$ cat src/axis_param_map.vh
// Register numbers, field positions, reset values and timing for the axis block
`ifndef AXIS_PARAM_MAP_VH
`define AXIS_PARAM_MAP_VH
`define REG_BOOST_CUR 8'hc8
`define REG_FREEWHEEL 8'hcc
`define REG_LOAD 8'hce
`define REG_ERRFLAGS 8'hcf
`define REG_DRVSTAT 8'hd0
`define REG_ENC_COUNT 8'hd1
`define REG_ENC_SCALE 8'hd2
`define REG_MAX_DEV 8'hd4
`define FREEWHEEL_RST 16'h0000
`define ERR_STALL_BIT 0
`define ERR_DEV_BIT 1
`define FREEWHEEL_UNIT_MS 10
`define CLK_HZ 25000000
`define STANDSTILL_LOG2 20
`endif

$ cat src/enc_prescaler.v
// Encoder step prescaler: accumulates scaled encoder steps
`timescale 1ns/1ns
`default_nettype none
module enc_prescaler (
	input wire sys_clk, // Clock
	input wire rst_n, // Sync reset, active low
	input wire enc_step, // One encoder step, pulse
	input wire enc_dir, // 1 = up, 0 = down
	input wire [31:0] scale, // Step weight, 16.16 fixed point, weights of 1.0 and above act as 1.0
	output wire adv, // Count advance, pulse
	output wire adv_dir // Direction of advance
);
	reg [15:0] frac_ff;
	wire [16:0] sum;
	wire [15:0] whole;
	assign sum = {1'b0, frac_ff} + {1'b0, scale[15:0]};
	assign whole = scale[31:16];
	// Fractional carry or integer part of scale gives an advance
	assign adv = enc_step & (sum[16] | (whole != 16'h0000));
	assign adv_dir = enc_dir;
	always @(posedge sys_clk) begin
		if (!rst_n) begin
			frac_ff <= 16'h0000;
		end else if (enc_step) begin
			frac_ff <= sum[15:0];
		end
	end
endmodule
`default_nettype wire

$ cat src/stepper_axis_status_params.v
// Per-axis parameter and status block of a stepper controller
//
// Overview of operation
// RQ1: Ramp phases use boost current, else run current
// RQ2: Boost current is 0..255, run-current scaling
// RQ3: Cut power freewheel delay after velocity zero
// RQ4: Zero delay disables cut; resets to zero
// RQ5: Stall load readable, 0..1023
// RQ6: Error word: 1 stall, 2 deviation
// RQ7: Read or motion command clears error flags
// RQ8: Status bit 0: stall threshold reached
// RQ9: Bits 1,2: overtemp shutdown, pre-warning
// RQ10: Bits 3,4: coil short while shut down
// RQ11: Bits 5,6: open load per coil
// RQ12: Bit 7: no step for 2^20 cycles
// RQ13: Stop and flag on excess deviation
// RQ14: Signed 32-bit encoder count, prescaled
`timescale 1ns/1ns
`default_nettype none
`include "axis_param_map.vh"
module stepper_axis_status_params #(
	parameter STANDSTILL_CYCLES = 1 << `STANDSTILL_LOG2, // Idle step window
	parameter TICK_CYCLES = `CLK_HZ / 1000 * `FREEWHEEL_UNIT_MS // 10 ms
) (
	input wire sys_clk, // Clock, 25 MHz
	input wire rst_n, // Sync reset, active low
	input wire par_wr, // Parameter write, pulse
	input wire par_rd, // Parameter read, pulse
	input wire [7:0] par_num, // Parameter number
	input wire [31:0] par_wdata, // Write data
	output reg [31:0] par_rdata_ff, // Read data, valid cycle after read
	input wire motion_cmd, // Motion command executed, pulse
	input wire ramping, // Accelerating or decelerating
	input wire vel_zero, // Velocity is zero
	input wire [7:0] run_current, // Normal maximum run current
	input wire [31:0] cmd_position, // Commanded position
	input wire [9:0] stall_load, // Stall measurement
	input wire stall_event, // Stall error detected, pulse
	input wire [6:0] drv_flags, // Driver flags, bits 0..6
	input wire step_pulse, // Step pulse to driver
	input wire enc_step, // Encoder step, pulse
	input wire enc_dir, // Encoder direction, 1 = up
	output reg [7:0] motor_current_ff, // Current setting to driver
	output reg power_cut_ff, // Motor power cut
	output reg dev_stop_ff // Stop motor on deviation, pulse
);
	reg [7:0] boost_ff;
	reg [15:0] freewheel_ff;
	reg [1:0] err_ff;
	reg [31:0] enc_ff;
	reg [31:0] scale_ff;
	reg [31:0] max_dev_ff;
	reg [19:0] idle_cnt_ff;
	reg standstill_ff;
	reg [23:0] tick_cnt_ff;
	reg [15:0] fw_cnt_ff;
	wire adv;
	wire adv_dir;
	wire [31:0] diff;
	wire [31:0] abs_diff;
	wire dev_err;
	wire clr_err;
	wire [7:0] status;
	// Last count of each timer, kept 32 bits wide before the slice
	localparam [31:0] IDLE_LAST = STANDSTILL_CYCLES - 1;
	localparam [31:0] TICK_LAST = TICK_CYCLES - 1;

	// Decode a parameter number
	function is_num;
		input [7:0] num;
		input [7:0] target;
		begin
			is_num = (num == target);
		end
	endfunction

	enc_prescaler u_pre (
		.sys_clk(sys_clk),
		.rst_n(rst_n),
		.enc_step(enc_step),
		.enc_dir(enc_dir),
		.scale(scale_ff),
		.adv(adv),
		.adv_dir(adv_dir)
	);

	// Driver status word, flags straight through, standstill on top
	genvar gi;
	generate
		for (gi = 0; gi < 7; gi = gi + 1) begin : g_stat
			assign status[gi] = drv_flags[gi]; // RQ8 RQ9 RQ10 RQ11
		end
	endgenerate
	assign status[7] = standstill_ff; // RQ12
	// Deviation check on the distance between command and encoder
	// Distance wraps once the two are more than 2^31 apart
	assign diff = cmd_position - enc_ff;
	assign abs_diff = diff[31] ? (32'h0000_0000 - diff) : diff;
	// A limit of zero switches the check off
	assign dev_err = (max_dev_ff != 32'h0000_0000) &&
		(abs_diff > max_dev_ff); // RQ13
	// Reading the error word or a motion command clears the flags
	assign clr_err = (par_rd && is_num(par_num, `REG_ERRFLAGS)) || motion_cmd;

	// Writable parameters and encoder counter
	// Writes to read-only numbers fall through and are dropped
	// A host write to the count wins over a step in the same cycle
	always @(posedge sys_clk) begin
		if (!rst_n) begin
			boost_ff <= 8'h00;
			freewheel_ff <= `FREEWHEEL_RST; // RQ4
			scale_ff <= 32'h0001_0000;
			max_dev_ff <= 32'h0000_0000;
			enc_ff <= 32'h0000_0000;
		end else begin
			if (par_wr && is_num(par_num, `REG_BOOST_CUR))
				boost_ff <= par_wdata[7:0]; // RQ2
			if (par_wr && is_num(par_num, `REG_FREEWHEEL))
				freewheel_ff <= par_wdata[15:0];
			if (par_wr && is_num(par_num, `REG_ENC_SCALE))
				scale_ff <= par_wdata;
			if (par_wr && is_num(par_num, `REG_MAX_DEV))
				max_dev_ff <= par_wdata;
			if (par_wr && is_num(par_num, `REG_ENC_COUNT))
				enc_ff <= par_wdata; // RQ14
			else if (adv)
				enc_ff <= adv_dir ? enc_ff + 32'h0000_0001
					: enc_ff - 32'h0000_0001; // RQ14
		end
	end

	// Sticky error flags, a new event wins over the clear
	always @(posedge sys_clk) begin
		if (!rst_n) begin
			err_ff <= 2'b00;
			dev_stop_ff <= 1'b0;
		end else begin
			err_ff[`ERR_STALL_BIT] <= stall_event |
				(err_ff[`ERR_STALL_BIT] & ~clr_err); // RQ6 RQ7
			err_ff[`ERR_DEV_BIT] <= dev_err |
				(err_ff[`ERR_DEV_BIT] & ~clr_err); // RQ6 RQ7 RQ13
			dev_stop_ff <= dev_err & ~err_ff[`ERR_DEV_BIT]; // RQ13
		end
	end

	// Standstill detector on step input
	// Counter parks on its last value, so the flag stays up until a step
	always @(posedge sys_clk) begin
		if (!rst_n) begin
			idle_cnt_ff <= 20'h0_0000;
			standstill_ff <= 1'b0;
		end else if (step_pulse) begin
			idle_cnt_ff <= 20'h0_0000;
			standstill_ff <= 1'b0;
		end else if (idle_cnt_ff == IDLE_LAST[19:0]) begin
			standstill_ff <= 1'b1; // RQ12
		end else begin
			idle_cnt_ff <= idle_cnt_ff + 20'h0_0001;
		end
	end

	// Freewheel timer in 10 ms ticks
	// Restarts whenever the motor moves or the delay is zero
	// Once cut, power stays off until motion resumes or the delay is set to zero
	always @(posedge sys_clk) begin
		if (!rst_n) begin
			tick_cnt_ff <= 24'h00_0000;
			fw_cnt_ff <= 16'h0000;
			power_cut_ff <= 1'b0;
		end else if (!vel_zero || freewheel_ff == 16'h0000) begin
			tick_cnt_ff <= 24'h00_0000; // RQ4
			fw_cnt_ff <= 16'h0000;
			power_cut_ff <= 1'b0;
		end else if (!power_cut_ff) begin
			if (tick_cnt_ff == TICK_LAST[23:0]) begin
				tick_cnt_ff <= 24'h00_0000;
				if (fw_cnt_ff == freewheel_ff - 16'h0001)
					power_cut_ff <= 1'b1; // RQ3
				else
					fw_cnt_ff <= fw_cnt_ff + 16'h0001;
			end else begin
				tick_cnt_ff <= tick_cnt_ff + 24'h00_0001;
			end
		end
	end

	// Current selection
	// A boost of zero falls back to the run current
	// One cycle of lag from ramp flag to current output
	always @(posedge sys_clk) begin
		if (!rst_n)
			motor_current_ff <= 8'h00;
		else if (ramping && boost_ff != 8'h00)
			motor_current_ff <= boost_ff; // RQ1
		else
			motor_current_ff <= run_current; // RQ1
	end

	// Read mux
	// Data holds until the next read; unknown numbers read zero
	always @(posedge sys_clk) begin
		if (!rst_n) begin
			par_rdata_ff <= 32'h0000_0000;
		end else if (par_rd) begin
			case (par_num)
			`REG_BOOST_CUR: par_rdata_ff <= {24'h00_0000, boost_ff};
			`REG_FREEWHEEL: par_rdata_ff <= {16'h0000, freewheel_ff};
			`REG_LOAD: par_rdata_ff <= {22'h00_0000, stall_load}; // RQ5
			`REG_ERRFLAGS: par_rdata_ff <= {30'h0000_0000, err_ff}; // RQ6
			`REG_DRVSTAT: par_rdata_ff <= {24'h00_0000, status};
			`REG_ENC_COUNT: par_rdata_ff <= enc_ff;
			`REG_ENC_SCALE: par_rdata_ff <= scale_ff;
			`REG_MAX_DEV: par_rdata_ff <= max_dev_ff;
			default: par_rdata_ff <= 32'h0000_0000;
			endcase
		end
	end
endmodule
`default_nettype wire

$ cat config.mk
export PLATFORM = sky130hd
export DESIGN_NAME = stepper_axis_status_params
export DESIGN_NICKNAME = d
export VERILOG_FILES = /design/src/enc_prescaler.v /design/src/stepper_axis_status_params.v
export VERILOG_INCLUDE_DIRS = /design/src
export SDC_FILE = /design/constraint.sdc
export NUM_CORES = 1
export LEC_CHECK = 0
export ABC_AREA = 1
export BUFFER_PORTS_ARGS = -buffer_cell sky130_fd_sc_hd__buf_2
export CAP_MARGIN = 10
export CORE_MARGIN = 10
export CORE_UTILIZATION = 30
export DETAILED_ROUTE_END_ITERATION = 10
export REMOVE_ABC_BUFFERS = 1
export SLEW_MARGIN = 5
export SYNTH_ARGS = -nofsm -noshare
export SYNTH_HDL_FRONTEND = slang
export SYNTH_SLANG_ARGS = --single-unit
$ cat constraint.sdc
create_clock -name sys_clk -period 3.8 [get_ports sys_clk]
set_input_delay 0.19 -clock sys_clk [delete_from_list [all_inputs] [get_ports sys_clk]]
set_output_delay 0.19 -clock sys_clk [all_outputs]
set_load 0.1 [all_outputs]
* Word-level counts from Yosys, hierarchy flattened
Index checks and enable logic that the tools add are counted.
** Operators by class
- Add/subtract/negate cells :: 9
- $mul :: 0
- Divide/modulo/power cells :: 0
- Order comparisons :: 1
- Eq/ne operators :: 11
- Shifts and indexed selects :: 0
- Muxes and demuxes :: 10
- Bitwise logic cells :: 12
- Reduce and logical (&&, ||, !) cells :: 19
** Operators by type and width (number)
- one-hot mux 32 bit (8 select lines) :: 1
- two-way mux 32 bit :: 4
- equality test 8 bit (second input constant) :: 8
- adder 32 x 1 -> 32 bit (second input constant) :: 1
- > comparator 32 bit :: 1
- nonzero test 32 bit :: 1
- subtractor 1 x 32 -> 32 bit (first input constant) :: 1
- subtractor 32 x 1 -> 32 bit (second input constant) :: 1
- subtractor 32 bit :: 1
- adder 24 x 1 -> 24 bit (second input constant) :: 1
- equality test 24 x 18 -> 1 bit (second input constant) :: 1
- two-way mux 24 bit :: 1
- adder 20 x 1 -> 20 bit (second input constant) :: 1
- equality test 20 bit (second input constant) :: 1
- adder 16 x 16 -> 17 bit :: 1
- adder 16 x 1 -> 16 bit (second input constant) :: 1
- equality test 16 bit :: 1
- zero test 16 bit :: 1
- nonzero test 16 bit :: 1
- subtractor 16 x 1 -> 16 bit (second input constant) :: 1
- logical AND 1 bit :: 8
- two-way mux 8 bit :: 1
- nonzero test 8 bit :: 1
- inverter 1 bit :: 5
- 8 further kinds :: 17
** Word-level totals
- Register bits :: 241
- Bits in latches :: 0
- RAM bits :: 0
- Bits in read-only memories :: 0
- Input port bits :: 108
- Output and inout bits :: 42
- Logic and storage cells :: 77
- Memories kept :: 0

* Longest topological paths before layout
Gate-level depths: netlist of run 1.
- Depth in word-level cells :: 6
- Gate-level depth with buffers :: 33
- Mapped depth without buffers :: 31

* Hierarchy
Synthesis of run 1 repeated with hierarchy kept, for this count alone.
** Unflattened totals
- Cell total of the unflattened synthesis :: 2895
- Area total of the unflattened synthesis :: 18171.2 um^2
** By module, submodules not included
- stepper_axis_status_params :: times used 1, cells an instance 2608, area each 16509.6 um^2, seq. area each 4504.3 um^2
- enc_prescaler :: times used 1, cells an instance 287, area each 1661.6 um^2, seq. area each 320.3 um^2

* Least setup slack after synthesis of run 1
OpenSTA, ideal clock, no wires.
- Path type :: flip-flop to flip-flop
- From :: register enc_ff[0]
- To :: register err_ff[1]
- Library setup time :: 130 ps
- Arrival time :: 3364 ps
- Data required time :: 3670 ps
- Slack :: 305 ps
- Stages on the path, launching flop included :: 27
- Path buffers :: 0
- Period minus slack after synthesis :: 3495 ps
- Cells stage by stage :: dfxtp_1 ha_1 inv_1 fa_1 inv_1 ha_1 inv_1 nor2_1 nand3_1 nor2_1 nand2_1 nor2_1 nand3_2 nor2_4 nand2_2 nand2_4 nand2_1 nand2_1 nand2_1 ha_1 nand2_1 nor2_1 nand4_1 nor3_1 nand3_1 o2111ai_1 o21ai_0
** On the way
- Cells in the longest elaborated chain, start to end :: 6
** Ends and longest elaborated chain
- from (decl) :: RTL line stepper_axis_status_params.v:50 : reg [31:0] enc_ff;
- from (signal assigned) :: RTL line stepper_axis_status_params.v:125 : enc_ff <= par_wdata;
- from (signal assigned) :: RTL line stepper_axis_status_params.v:127 : enc_ff <= adv_dir ? enc_ff + 32'h0000_0001
- subtractor 32 bit (*) :: RTL line stepper_axis_status_params.v:97 : assign diff = cmd_position - enc_ff;
- subtractor 1 x 32 -> 32 bit :: RTL line stepper_axis_status_params.v:98 : assign abs_diff = diff[31] ? (32'h0000_0000 - diff) : diff;
- two-way mux 32 bit (*) :: RTL line stepper_axis_status_params.v:98
- > comparator 32 bit (*) :: RTL line stepper_axis_status_params.v:101 : (abs_diff > max_dev_ff);
- logical AND 1 bit (*) :: RTL line stepper_axis_status_params.v:100 : assign dev_err = (max_dev_ff != 32'h0000_0000) &&
- OR 1 bit (*) :: RTL line stepper_axis_status_params.v:140 : err_ff[`ERR_DEV_BIT] <= dev_err |
- to (signal, indexed assignment) :: RTL line stepper_axis_status_params.v:138 : err_ff[`ERR_STALL_BIT] <= stall_event |
- to (signal, indexed assignment) :: RTL line stepper_axis_status_params.v:140
- to (decl) :: RTL line stepper_axis_status_params.v:49 : reg [1:0] err_ff;
Mark *: on every way between the ends. The rest lies on a longest branch, timed or not.
A chain may end at the register's enable or synchronous reset.

* Worst setup path in the final report of run 1
- From :: register enc_ff[26]
- To :: register dev_stop_ff
** On the way
- Cells in the longest elaborated chain, start to end :: 6
** Ends and longest elaborated chain
- subtractor 32 bit (*) :: RTL line stepper_axis_status_params.v:97
- subtractor 1 x 32 -> 32 bit :: RTL line stepper_axis_status_params.v:98
- two-way mux 32 bit (*) :: RTL line stepper_axis_status_params.v:98
- > comparator 32 bit (*) :: RTL line stepper_axis_status_params.v:101
- logical AND 1 bit (*) :: RTL line stepper_axis_status_params.v:100
- AND 1 bit (*) :: RTL line stepper_axis_status_params.v:142 : dev_stop_ff <= dev_err & ~err_ff[`ERR_DEV_BIT];
- to (signal assigned) :: RTL line stepper_axis_status_params.v:142
- to (decl) :: RTL line stepper_axis_status_params.v:45 : output reg dev_stop_ff
Marks and branches as above.

==> run metrics, run 1 <==
latest clock arrival within the worst-skew pair 0.61 ns; register area 4840 um^2; Critical R2R Capture dev_stop_ff$_SDFF_PN0_; hold depth 3; share of cells above drive strength 1 17.9%; CTS H-Tree Depth 1; Routed WL 67500 um; fmax 266 MHz; sequential area share after synthesis 26.5%; Mean Syn Cell Area 6.30 um^2; RSZ-0062 raised after global routing yes; PortBufs 149; crit start category flip-flop; Worst EP arrival 4.26 ns; initial DRC count 1584; Syn Inst Count 2890; mapped cell area 18200 um^2; DR pass1 iterations 5; die height 266 um; CTS Buffer Depth 3; DIE AREA 71000 um^2; Yosys cell types 57; Crit Path Max Fanout 5; vias per cell 4.97; crit-path max cell delay 0.40 ns; outcome finished clean; final worst path period share 98.8%; Routed Antenna Nets 0; CP endpoint kind flip-flop; max-cap viol count 0; TritonCTS sink count 241; hold crit path type input port to flip-flop; vias in the first global route 18600; initial antenna violation count 4; R2R depth 24; Peak VDD IR 0.389 mV; Post-synth top cells nand2_1 (682), inv_1 (395), nor2_1 (295); dominant cells by area after synthesis dfxtp_1 (26%), nand2_1 (14%), inv_1 (8.1%); Power Density 386 nW/um^2; row cnt 90; gp weighted congestion 0.928; clk slew on worst S/H paths 0.07 ns; Crit path required time 4.31 ns; share of flip-flops with an asynchronous set or reset 0%; worst flop-to-flop path startpoint enc_ff[26]$_SDFFE_PN0P_; setup TNS 0 ns; drt wl/cell 17.1 um; clock share of power 34.1%; first-pass GRT wire length 104000 um; Min-Delay Endpoint scale_ff[10]$_SDFFE_PN0P_; sequential group share of total power 30.0%; Fin. Hold Viols 0; crit path time final 3.76 ns; Die W 266 um; via count 19600; Slowest cell on crit path ha_2; Main synth FF type dfxtp_1; Root Buffer clkbuf_16; logic gate share of total power 35.9%; Layout area overhead 25.3%; Multi-input gate area 12400 um^2; switching share of power 35.9%; nets 3370; post-synth top area share 26.5%; Reg2Reg Setup Slack 0.04 ns; Slew HR 29.9%; Slew Viols, Final 0; Int Pwr 5.64 mW; critical-path cell list inv_1 -> ha_2 -> nand2_2 -> nor2_4 -> nand2_1 -> nand3b_1 -> nand2_1 -> nand2_1 -> nand2_2 -> nand2_2 -> nor2_1 -> nand2_1 -> nand2_1 -> nand2_2 -> nand2_1 -> nand2_1 -> ha_1 -> nand2_1 -> nor2_2 -> nand4_1 -> o21a_1 -> nand2_1 -> o2111ai_2 -> nor2_1; I/O Pins 150; Leakage 9.99 nW; dpl hpwl 53000 um; largest area contributor in the synthesized netlist dfxtp_1; Initial Util 30.2%; largest net degree at the start of global routing 67; TritonCTS clock tree built; P_sw 3.16 mW; Slew @ Worst Pin 1.05 ns; Final Setup Violations 0; yosys warns 0; number of buffers created by CTS 30; synthesized flop and latch total 241; Fillers 6458; final clock skew 0.0432 ns; HP Start par_wdata[10]; Setup Crit Path Kind flip-flop to flip-flop; most common cell in the netlist nand2_1; Post-synth EDFFs 0; Core Region 60200 um^2; GRT Total Usage 18.3%; most frequent CP cell nand2_1; Remaining DRCs 0; grt ovf 0; Hold Slack 0.0153 ns
sequential cells by signal, summed over array words and instances (netlist names):
| register | count |
|---|---|
| boost_ff | 8 |
| dev_stop_ff | 1 |
| enc_ff | 32 |
| err_ff | 2 |
| freewheel_ff | 16 |
| fw_cnt_ff | 16 |
| idle_cnt_ff | 20 |
| max_dev_ff | 32 |
| motor_current_ff | 8 |
| par_rdata_ff | 32 |
| power_cut_ff | 1 |
| scale_ff | 32 |
| standstill_ff | 1 |
| tick_cnt_ff | 24 |
| u_pre.frac_ff | 16 |
final cells by class:
cell class,instances,share of cell area (%)
antenna,2,0.0219
clock buffer,44,3.74
clock inverter,10,0.800
inverter,415,6.88
multi-input combinational,2156,54.2
sequential,241,21.2
tap,782,4.29
timing repair buffer,300,8.88
cells in the final DEF (no fill, tap or decap), types with 8 or more instances in the layout:
| cell type | Yosys | routed |
|---|---|---|
| a31oi_1 | 10 | 9 |
| nor2_4 | 4 | 17 |
| o211ai_1 | 8 | 8 |
| o21a_1 | 8 | 8 |
| inv_2 | 17 | 39 |
| buf_4 | 2 | 97 |
| nor3_2 | 6 | 10 |
| nand3b_1 | 10 | 10 |
| o21ai_0 | 197 | 190 |
| o221ai_1 | 12 | 12 |
| nor3_1 | 40 | 34 |
| nand3_2 | 13 | 13 |
| xor2_1 | 60 | 58 |
| clkbuf_1 | 50 | 9 |
| ha_1 | 115 | 83 |
| dfxtp_1 | 241 | 232 |
| nand4_1 | 60 | 60 |
| nor2_2 | 12 | 26 |
| nor4_1 | 33 | 32 |
| nand3_1 | 163 | 156 |
| inv_1 | 395 | 370 |
| nand2_4 | 5 | 9 |
| a211oi_1 | 28 | 28 |
| dfxtp_2 | 0 | 9 |
| a221oi_1 | 8 | 8 |
| buf_2 | 16 | 149 |
| clkbuf_16 | 0 | 30 |
| ha_4 | 0 | 31 |
| dlygate4sd3_1 | 0 | 51 |
| nor2_1 | 295 | 268 |
| o22ai_1 | 22 | 22 |
| or2_2 | 11 | 11 |
| nand2_2 | 29 | 65 |
| a21oi_2 | 3 | 12 |
| a21oi_1 | 263 | 252 |
| nand2_1 | 682 | 642 |
| xnor2_1 | 17 | 16 |
routing by layer:
metal  GRT usage, %  vias up  routed length (um)
met5              0        -                   0
met4           5.73        0                1990
met3           4.10      101                5560
met2           28.7      637               29100
met1           24.5     8862               30800
li1               -    10000                   -
worst max-delay path by stage:
| stage | startpoint | to | slack, ns | depth (start not counted) |
|---|---|---|---|---|
| 2_1_floorplan | par_num[4] | enc_ff[17]$_SDFFE_PN0P_ | -0.48 | 11 |
| 3_3_place_gp | cmd_position[0] | err_ff[1]$_SDFF_PN0_ | -0.08 | 30 |
| 3_5_place_dp | cmd_position[0] | err_ff[1]$_SDFF_PN0_ | -0.14 | 28 |
| 4_1_cts | enc_ff[0]$_SDFFE_PN0P_ | dev_stop_ff$_SDFF_PN0_ | -0.02 | 27 |
| 5_1_grt | enc_ff[0]$_SDFFE_PN0P_ | dev_stop_ff$_SDFF_PN0_ | -0.20 | 26 |
| 6_report | enc_ff[26]$_SDFFE_PN0P_ | dev_stop_ff$_SDFF_PN0_ | 0.04 | 24 |
critical path: cells and delay by family, from the launching register on:
| kind | cells | cell delay (ns) |
|---|---|---|
| flops | 1 | 0.39 |
| simple gates | 19 | 2.12 |
| compound gates | 2 | 0.37 |
| buf+inv | 1 | 0.13 |
| fa+ha+maj | 2 | 0.67 |
metrics by stage:
stage                     setup WS [ns]  total power [mW]  cells  instance area (um^2)  utilization [%]
after global routing             -0.196              9.34   3948                 22800             37.9
after CTS                       -0.0232              8.52   3940                 22000             36.5
after global placement          -0.0758              5.37   3830                 20300             33.7
after detailed placement         -0.138              5.38   3830                 20300             33.7
after floorplan                  -0.480              4.53   2812                 17900                -
final                            0.0439              8.80   3950                 22800             37.9
logic make-up after synthesis:
kind of cell               count (synthesis)  synth area share, %
xor gates and xnor gates                  79                 3.92
adders and majority gates                118                 8.23
and+or+nand+nor                         1373                 33.1
AOI/OAI and AO/OA                        586                 17.8
DFF                                      241                 26.5
buffers and inverters                    493                 10.4
timing repair:
item	in CTS	in global routing
resized for setup	42	177
setup buffers	5	8
pin swaps	20	54
endpoints found under the hold margin	113	0
endpoints found under the setup margin	2	2
hold buffers	51	0
power groups by stage:
stage               Clock (mW)  Combinational (mW)  Sequential (mW)
global route              3.17                3.53             2.65
global placement             0                2.69             2.69
finish                    3.00                3.16             2.64
floorplan                    0                1.81             2.72
CTS                       3.07                2.82             2.63
detailed placement           0                2.70             2.69
Note: power is estimated with default switching activity, not from simulation.
==> run 2, diff against run 1 <==
PLACE_DENSITY = 0.49   (was default)
REMOVE_ABC_BUFFERS = default   (was 1)
==> run 2 against run 1 <==
  * Final cell count is 0.35% higher
  * Highest routed layer is now met5
  * Flip-flop and latch count stayed put
  * Utilization is 0.11 points lower
  * Critical path depth is 2 lower
  * Register-to-register slack better by 0.04 ns
  * Critical path type unchanged
  * Combinational power is 1% lower
  * Via count is 1.6% higher
  * Final area is 0.29% lower
  * Sequential power hardly changed
  * Fmax is 1.1% higher
  * Setup slack better by 0.042 ns
  * Wire length is 3.7% higher
==> run metrics, run 2 (same netlist as run 1, synthesis figures left out) <==
vias in the first global route 19300 (+3.7%); initial antenna violation count 3 (-1); CTS Buffer Depth 3 (unchanged); Routed WL 70000 um (+3.7%); GRT Total Usage 19.3% (+1.0 points); CP top delay family simple AND/OR/NAND/NOR gates; hold crit path type input port to flip-flop; Slew HR 16.7% (-13 points); Inserted Diodes 0 (-2); I/O Pins 150 (unchanged); Worst Setup Slack, final 0.0863 ns (+0.0424 ns); row cnt 90 (unchanged); Fin. Hold Viols 0 (unchanged); Root Buffer clkbuf_16; CTS H-Tree Depth 1 (unchanged); Final Setup Violations 0 (unchanged); Slew Viols, Final 0 (unchanged); Slew @ Worst Pin 1.25 ns (+0.198 ns); most frequent CP cell nand2_1; Crit Path Max Fanout 9 (+4); Worst EP arrival 4.23 ns (-0.03 ns); Layout area overhead 24.9%; Initial Util 30.2% (unchanged); die height 266 um (unchanged); via count 20000 (+1.6%); Hold Slack 0.0379 ns (+0.0225 ns); crit path time final 3.71 ns (-0.0424 ns); crit start category flip-flop; outcome finished clean; DR pass1 iterations 5 (unchanged); grt ovf 0 (unchanged); Peak VDD IR 0.360 mV (-7.4%); critical-path cell list inv_1 -> ha_1 -> nand2_1 -> nor3_1 -> inv_1 -> o21ai_1 -> a21oi_2 -> nand2_2 -> nand2_8 -> buf_4 -> nor2_1 -> xor2_1 -> inv_1 -> ha_1 -> nand4_1 -> o21bai_2 -> nand2_1 -> o2111ai_1 -> nand2_1 -> nand2_1 -> o2111ai_2 -> nor2_1; max-cap viol count 0 (unchanged); TritonCTS sink count 241 (unchanged); drt wl/cell 17.7 um (+3.3%); PortBufs 149 (unchanged); latest clock arrival within the worst-skew pair 0.61 ns (about the same); initial DRC count 1553 (-2.0%); crit-path max cell delay 0.39 ns (about the same); TritonCTS clock tree built; gp weighted congestion 0.927 (about the same); nets 3386 (+0.47%); number of buffers created by CTS 30 (unchanged); fmax 269 MHz (+1.1%); Leakage 10.0 nW (+0.57%); Core Region 60200 um^2 (unchanged); DIE AREA 71000 um^2 (unchanged); Reg2Reg Setup Slack 0.09 ns (+0.04 ns); final clock skew 0.0318 ns (-0.0113 ns); clk slew on worst S/H paths 0.06 ns (about the same); Remaining DRCs 0 (unchanged); commonest non-fill, non-tap cell in the layout nand2_1; Slowest cell on crit path dfxtp_1; largest net degree at the start of global routing 90 (+34%); share of cells above drive strength 1 17.3% (-0.62 points); CP endpoint kind flip-flop; Synth Net Count 3116; Crit path required time 4.32 ns (about the same); Setup Crit Path Kind flip-flop to flip-flop; Crit path buffers/inverters 4 (+3); vias per cell 5.04 (+1.2%); overall power 8.72 mW (-0.88%); first-pass GRT wire length 110000 um (+5.6%); setup TNS 0 ns (unchanged); Routed Antenna Nets 0 (unchanged); final worst path period share 97.7% (-1.1 points); DP Worst Slack -0.112 ns (+0.0258 ns); dpl hpwl 56200 um (+6.1%); Power Density 383 nW/um^2 (-0.59%); RSZ-0062 raised after global routing yes; most frequent cells in the layout nand2_1 (655), inv_1 (380), nor2_1 (271); Die W 266 um (unchanged)
## run 2: through the flow
stage	utilization, %	instances	instance area, um^2
after global placement	33.9	3851	20400
after CTS	36.7	3954	22100
after global routing	37.8	3964	22800
after detailed placement	33.9	3851	20400
final	37.8	3964	22800
after floorplan	-	2890	18200
## run 2: report_power, final
group	switching, mW	internal [mW]	leakage (nW)
logic	1.90	1.22	7.59
clock network	1.19	1.77	0.501
registers	0.0429	2.59	1.95
## run 2: tightest hold or removal path, delay by kind of cell
family | cells | cell delay, ns
simple gates | 3 | 0.22
buf+inv | 1 | 0.08
compound gates | 1 | 0.11
## run 2: what timing repair did
action / 4_1_cts / 5_1_grt
setup endpoints to repair: 2 / 2
pin swaps: 14 / 46
hold endpoints to repair: 99 / 0
hold buffers: 47 / 0
gates resized for setup: 36 / 126
buffers inserted: 2 / 10
## run 2: final timing paths
path | startpoint | to | depth (start not counted)
hold / removal | stall_load[7] | par_rdata_ff[7]$_SDFFE_PN0P_ | 5
setup reg to reg | enc_ff[27]$_SDFFE_PN0P_ | dev_stop_ff$_SDFF_PN0_ | 22
hold reg to reg | par_rdata_ff[8]$_SDFFE_PN0P_ | par_rdata_ff[8]$_SDFFE_PN0P_ | 2
setup / recovery | enc_ff[27]$_SDFFE_PN0P_ | dev_stop_ff$_SDFF_PN0_ | 22
## run 2: layout make-up
type / count / area [um^2]
sequential: 241 / 4830
tap: 782 / 978
multi-input combinational: 2156 / 12200
clock inverter: 13 / 178
timing repair buffer: 316 / 2150
clock buffer: 41 / 852
inverter: 415 / 1570
fill: 6527 / 37500
## run 2: per-layer routing
| metal | global-route usage [%] | wire length [um] | vias to the layer above |
|---|---|---|---|
| li1 | - | - | 10100 |
| met1 | 26.1 | 32600 | 9181 |
| met2 | 31.2 | 30900 | 576 |
| met3 | 3.24 | 4560 | 99 |
| met4 | 5.19 | 1910 | 4 |
| met5 | 0 | 26 | - |
==> run 3, diff against run 2 <==
CTS_BUF_LIST = sky130_fd_sc_hd__clkbuf_8   (was default)
GPL_TIMING_DRIVEN = 0   (was default)
==> run 3 against run 2 <==
  * The flow now finishes with violations (setup timing)
  * Highest routed layer unchanged
  * Final cell count up 0.55%
  * Register-to-register slack got worse by 0.31 ns
  * Sequential share of layout area rose by 0.21 points
  * Wire length rose by 4.1%
  * Clock power decreased by 4%
  * First-iteration DRC count up 10%
  * Fmax shrank 7.6%
  * Die area did not move
  * Hold slack got worse by 0.0099 ns
  * Power is 2.0% lower
  * Utilization decreased by 0.25 points
==> run metrics, run 3 (same netlist as run 1, synthesis figures left out) <==
Core Region 60200 um^2 (unchanged); Final Setup Violations 2 (+2); RSZ-0062 raised after global routing yes; Initial Util 30.2% (unchanged); overall power 8.55 mW (-2.0%); Slew Viols, Final 0 (unchanged); Power Density 378 nW/um^2 (-1.4%); gr busiest metal met2; I/O Pins 150 (unchanged); Hold Slack 0.0280 ns (-0.00992 ns); sequential group share of total power 31.1% (+0.9 points); Root Buffer clkbuf_8; crit path time final 4.02 ns (+0.306 ns); Critical R2R Capture dev_stop_ff$_SDFF_PN0_; switching share of power 37.6% (+1.6 points); grt ovf 0 (unchanged); GRT Total Usage 20.0% (+0.69 points); initial DRC count 1715 (+10%); Synth Net Count 3116 (unchanged); nets 3393 (+0.21%); logic gate share of total power 35.6% (-0.2 points); PortBufs 149 (unchanged); Die W 266 um (unchanged); max-cap viol count 0 (unchanged); hold crit path type input port to flip-flop; R2R depth 27 (+23%); fin util 37.5% (-0.25 points); most frequent cells in the layout nand2_1 (653), inv_1 (388), nor2_1 (274); Slew @ Worst Pin 0.983 ns (-0.265 ns); TritonCTS sink count 241 (unchanged); Layout area overhead 24.1%; crit start category flip-flop; initial antenna violation count 1 (-2); DP Worst Slack -0.944 ns (-0.832 ns); latest clock arrival within the worst-skew pair 0.63 ns (+0.02 ns); number of buffers created by CTS 45 (+50%); DIE AREA 71000 um^2 (unchanged); CTS Buffer Depth 3 (unchanged); final clock skew 0.0378 ns (+0.00600 ns); Worst EP arrival 4.58 ns (+0.35 ns); met2 usage 29.9% (-1.3 points); failing checks setup timing; Fin. Hold Viols 0 (unchanged); DR pass1 iterations 8 (+3); Crit Path Max Fanout 5 (-4); met1 Track Usage GR 28.3% (+2.2 points); die height 266 um (unchanged); largest net degree at the start of global routing 32 (-64%); TritonCTS clock tree built; Reg2Reg Setup Slack -0.22 ns (-0.31 ns); drt wl/cell 18.3 um (+3.6%); Routed WL 72900 um (+4.1%); dpl hpwl 58900 um (+4.9%); met3 usage 4.09% (+0.85 points); final worst path period share 106% (+8.1 points); clock share of power 33.4% (-0.6 points); via count 19900 (-0.41%); HP Start stall_load[3]; first-pass GRT wire length 111000 um (+1.4%); share of cells above drive strength 1 16.1% (-1.2 points); Min-Delay Endpoint par_rdata_ff[3]$_SDFFE_PN0P_; commonest non-fill, non-tap cell in the layout nand2_1; Peak VDD IR 0.191 mV (-47%); Remaining DRCs 0 (unchanged); Leakage 9.90 nW (-1.4%); CTS H-Tree Depth 2 (+1); Routed Antenna Nets 0 (unchanged); CP endpoint kind flip-flop; fmax 249 MHz (-7.6%); gp weighted congestion 0.961 (+3.6%); Slew HR 34.5% (+18 points); clk slew on worst S/H paths 0.07 ns (about the same); vias in the first global route 18800 (-2.5%); outcome complete, but fails checks; hold depth 5 (unchanged); vias per cell 4.99 (-0.96%); worst flop-to-flop path startpoint enc_ff[0]$_SDFFE_PN0P_; Int Pwr 5.34 mW (-4.4%); row cnt 90 (unchanged); Crit path required time 4.36 ns (+0.04 ns); Setup Crit Path Kind flip-flop to flip-flop; P_sw 3.21 mW (+2.3%); Worst Setup Slack, final -0.220 ns (-0.306 ns)
## run 3: cell types whose count changed in the layout (fill, tap and decap cells not counted), moves of 7 or more
cell	previous run	this run
inv_1	380	388
dfxtp_2	4	11
buf_1	0	7
buf_2	149	163
clkbuf_16	30	0
clkbuf_8	6	60
buf_4	115	23
dfxtp_1	237	228
clkbuf_1	5	50
## run 3: power groups by stage
stage | registers (mW) | clock network (mW) | logic, mW
6_report | 2.66 | 2.85 | 3.04
3_3_place_gp | 2.70 | 0 | 2.59
5_1_grt | 2.66 | 3.03 | 3.43
3_5_place_dp | 2.70 | 0 | 2.59
2_1_floorplan | 2.72 | 0 | 1.85
4_1_cts | 2.65 | 2.92 | 2.78
## run 3: repair_timing
item	in CTS	in global routing
pin swaps	33	43
hold buffers	53	0
buffers inserted	15	12
gates resized for setup	80	139
endpoints found under the hold margin	118	0
setup endpoints to repair	2	2
## run 3: final cells by class
cell class | count | area [um^2]
clock buffers | 60 | 826
fillers | 6684 | 37600
diodes | 1 | 2.50
well taps | 782 | 978
repair buffers | 230 | 1530
inverters | 415 | 1570
plain buffers | 78 | 359
clock inverters | 23 | 193
flip-flops and latches | 241 | 4850
multi-input cells | 2156 | 12300
## run 3: worst max-delay path by stage
stage / slack, ns / startpoint / to / cells past startpoint
after floorplan: 0.31 / enc_ff[0]$_SDFFE_PN0P_ / err_ff[1]$_SDFF_PN0_ / 26
after global placement: -0.94 / enc_ff[0]$_SDFFE_PN0P_ / dev_stop_ff$_SDFF_PN0_ / 25
after detailed placement: -0.94 / enc_ff[0]$_SDFFE_PN0P_ / dev_stop_ff$_SDFF_PN0_ / 25
after CTS: -0.36 / enc_ff[0]$_SDFFE_PN0P_ / dev_stop_ff$_SDFF_PN0_ / 25
after global routing: -0.46 / enc_ff[0]$_SDFFE_PN0P_ / dev_stop_ff$_SDFF_PN0_ / 24
final: -0.22 / enc_ff[0]$_SDFFE_PN0P_ / dev_stop_ff$_SDFF_PN0_ / 27
## run 3: per-layer routing
metal  share of wire [%]  wire, um
met1                  48     35300
met2                  42     30300
met3                 7.5      5460
met4                 2.6      1870
met5               0.015        11
## run 3: per-stage QoR
stage	cell area [um^2]	setup TNS, ns	instances
2_1_floorplan	18200	0	2890
3_3_place_gp	19900	-1.87	3821
3_5_place_dp	19900	-1.87	3821
4_1_cts	21900	-0.672	3972
5_1_grt	22600	-0.903	3985
6_report	22600	-0.434	3986
## run 3: critical path: stages (launching register included)
cell and delay (ns):
dfxtp_4 0.40, ha_4 0.14, inv_2 0.03, fa_2 0.42
nand2_2 0.11, nand3_2 0.09, nand3_4 0.09, nand2_4 0.06
nand2_4 0.08, nand2_2 0.08, nand2_2 0.10, nand2_2 0.08
nor2_4 0.10, buf_4 0.13, nand3_4 0.08, nor2_4 0.16
nand2_2 0.08, nand2_4 0.08, buf_4 0.12, xor2_2 0.05
ha_1 0.30, nand4_1 0.22, a31oi_2 0.26, nor3_2 0.05
o21a_1 0.23, nand2_2 0.10, o2111ai_4 0.15, nor2_2 0.13
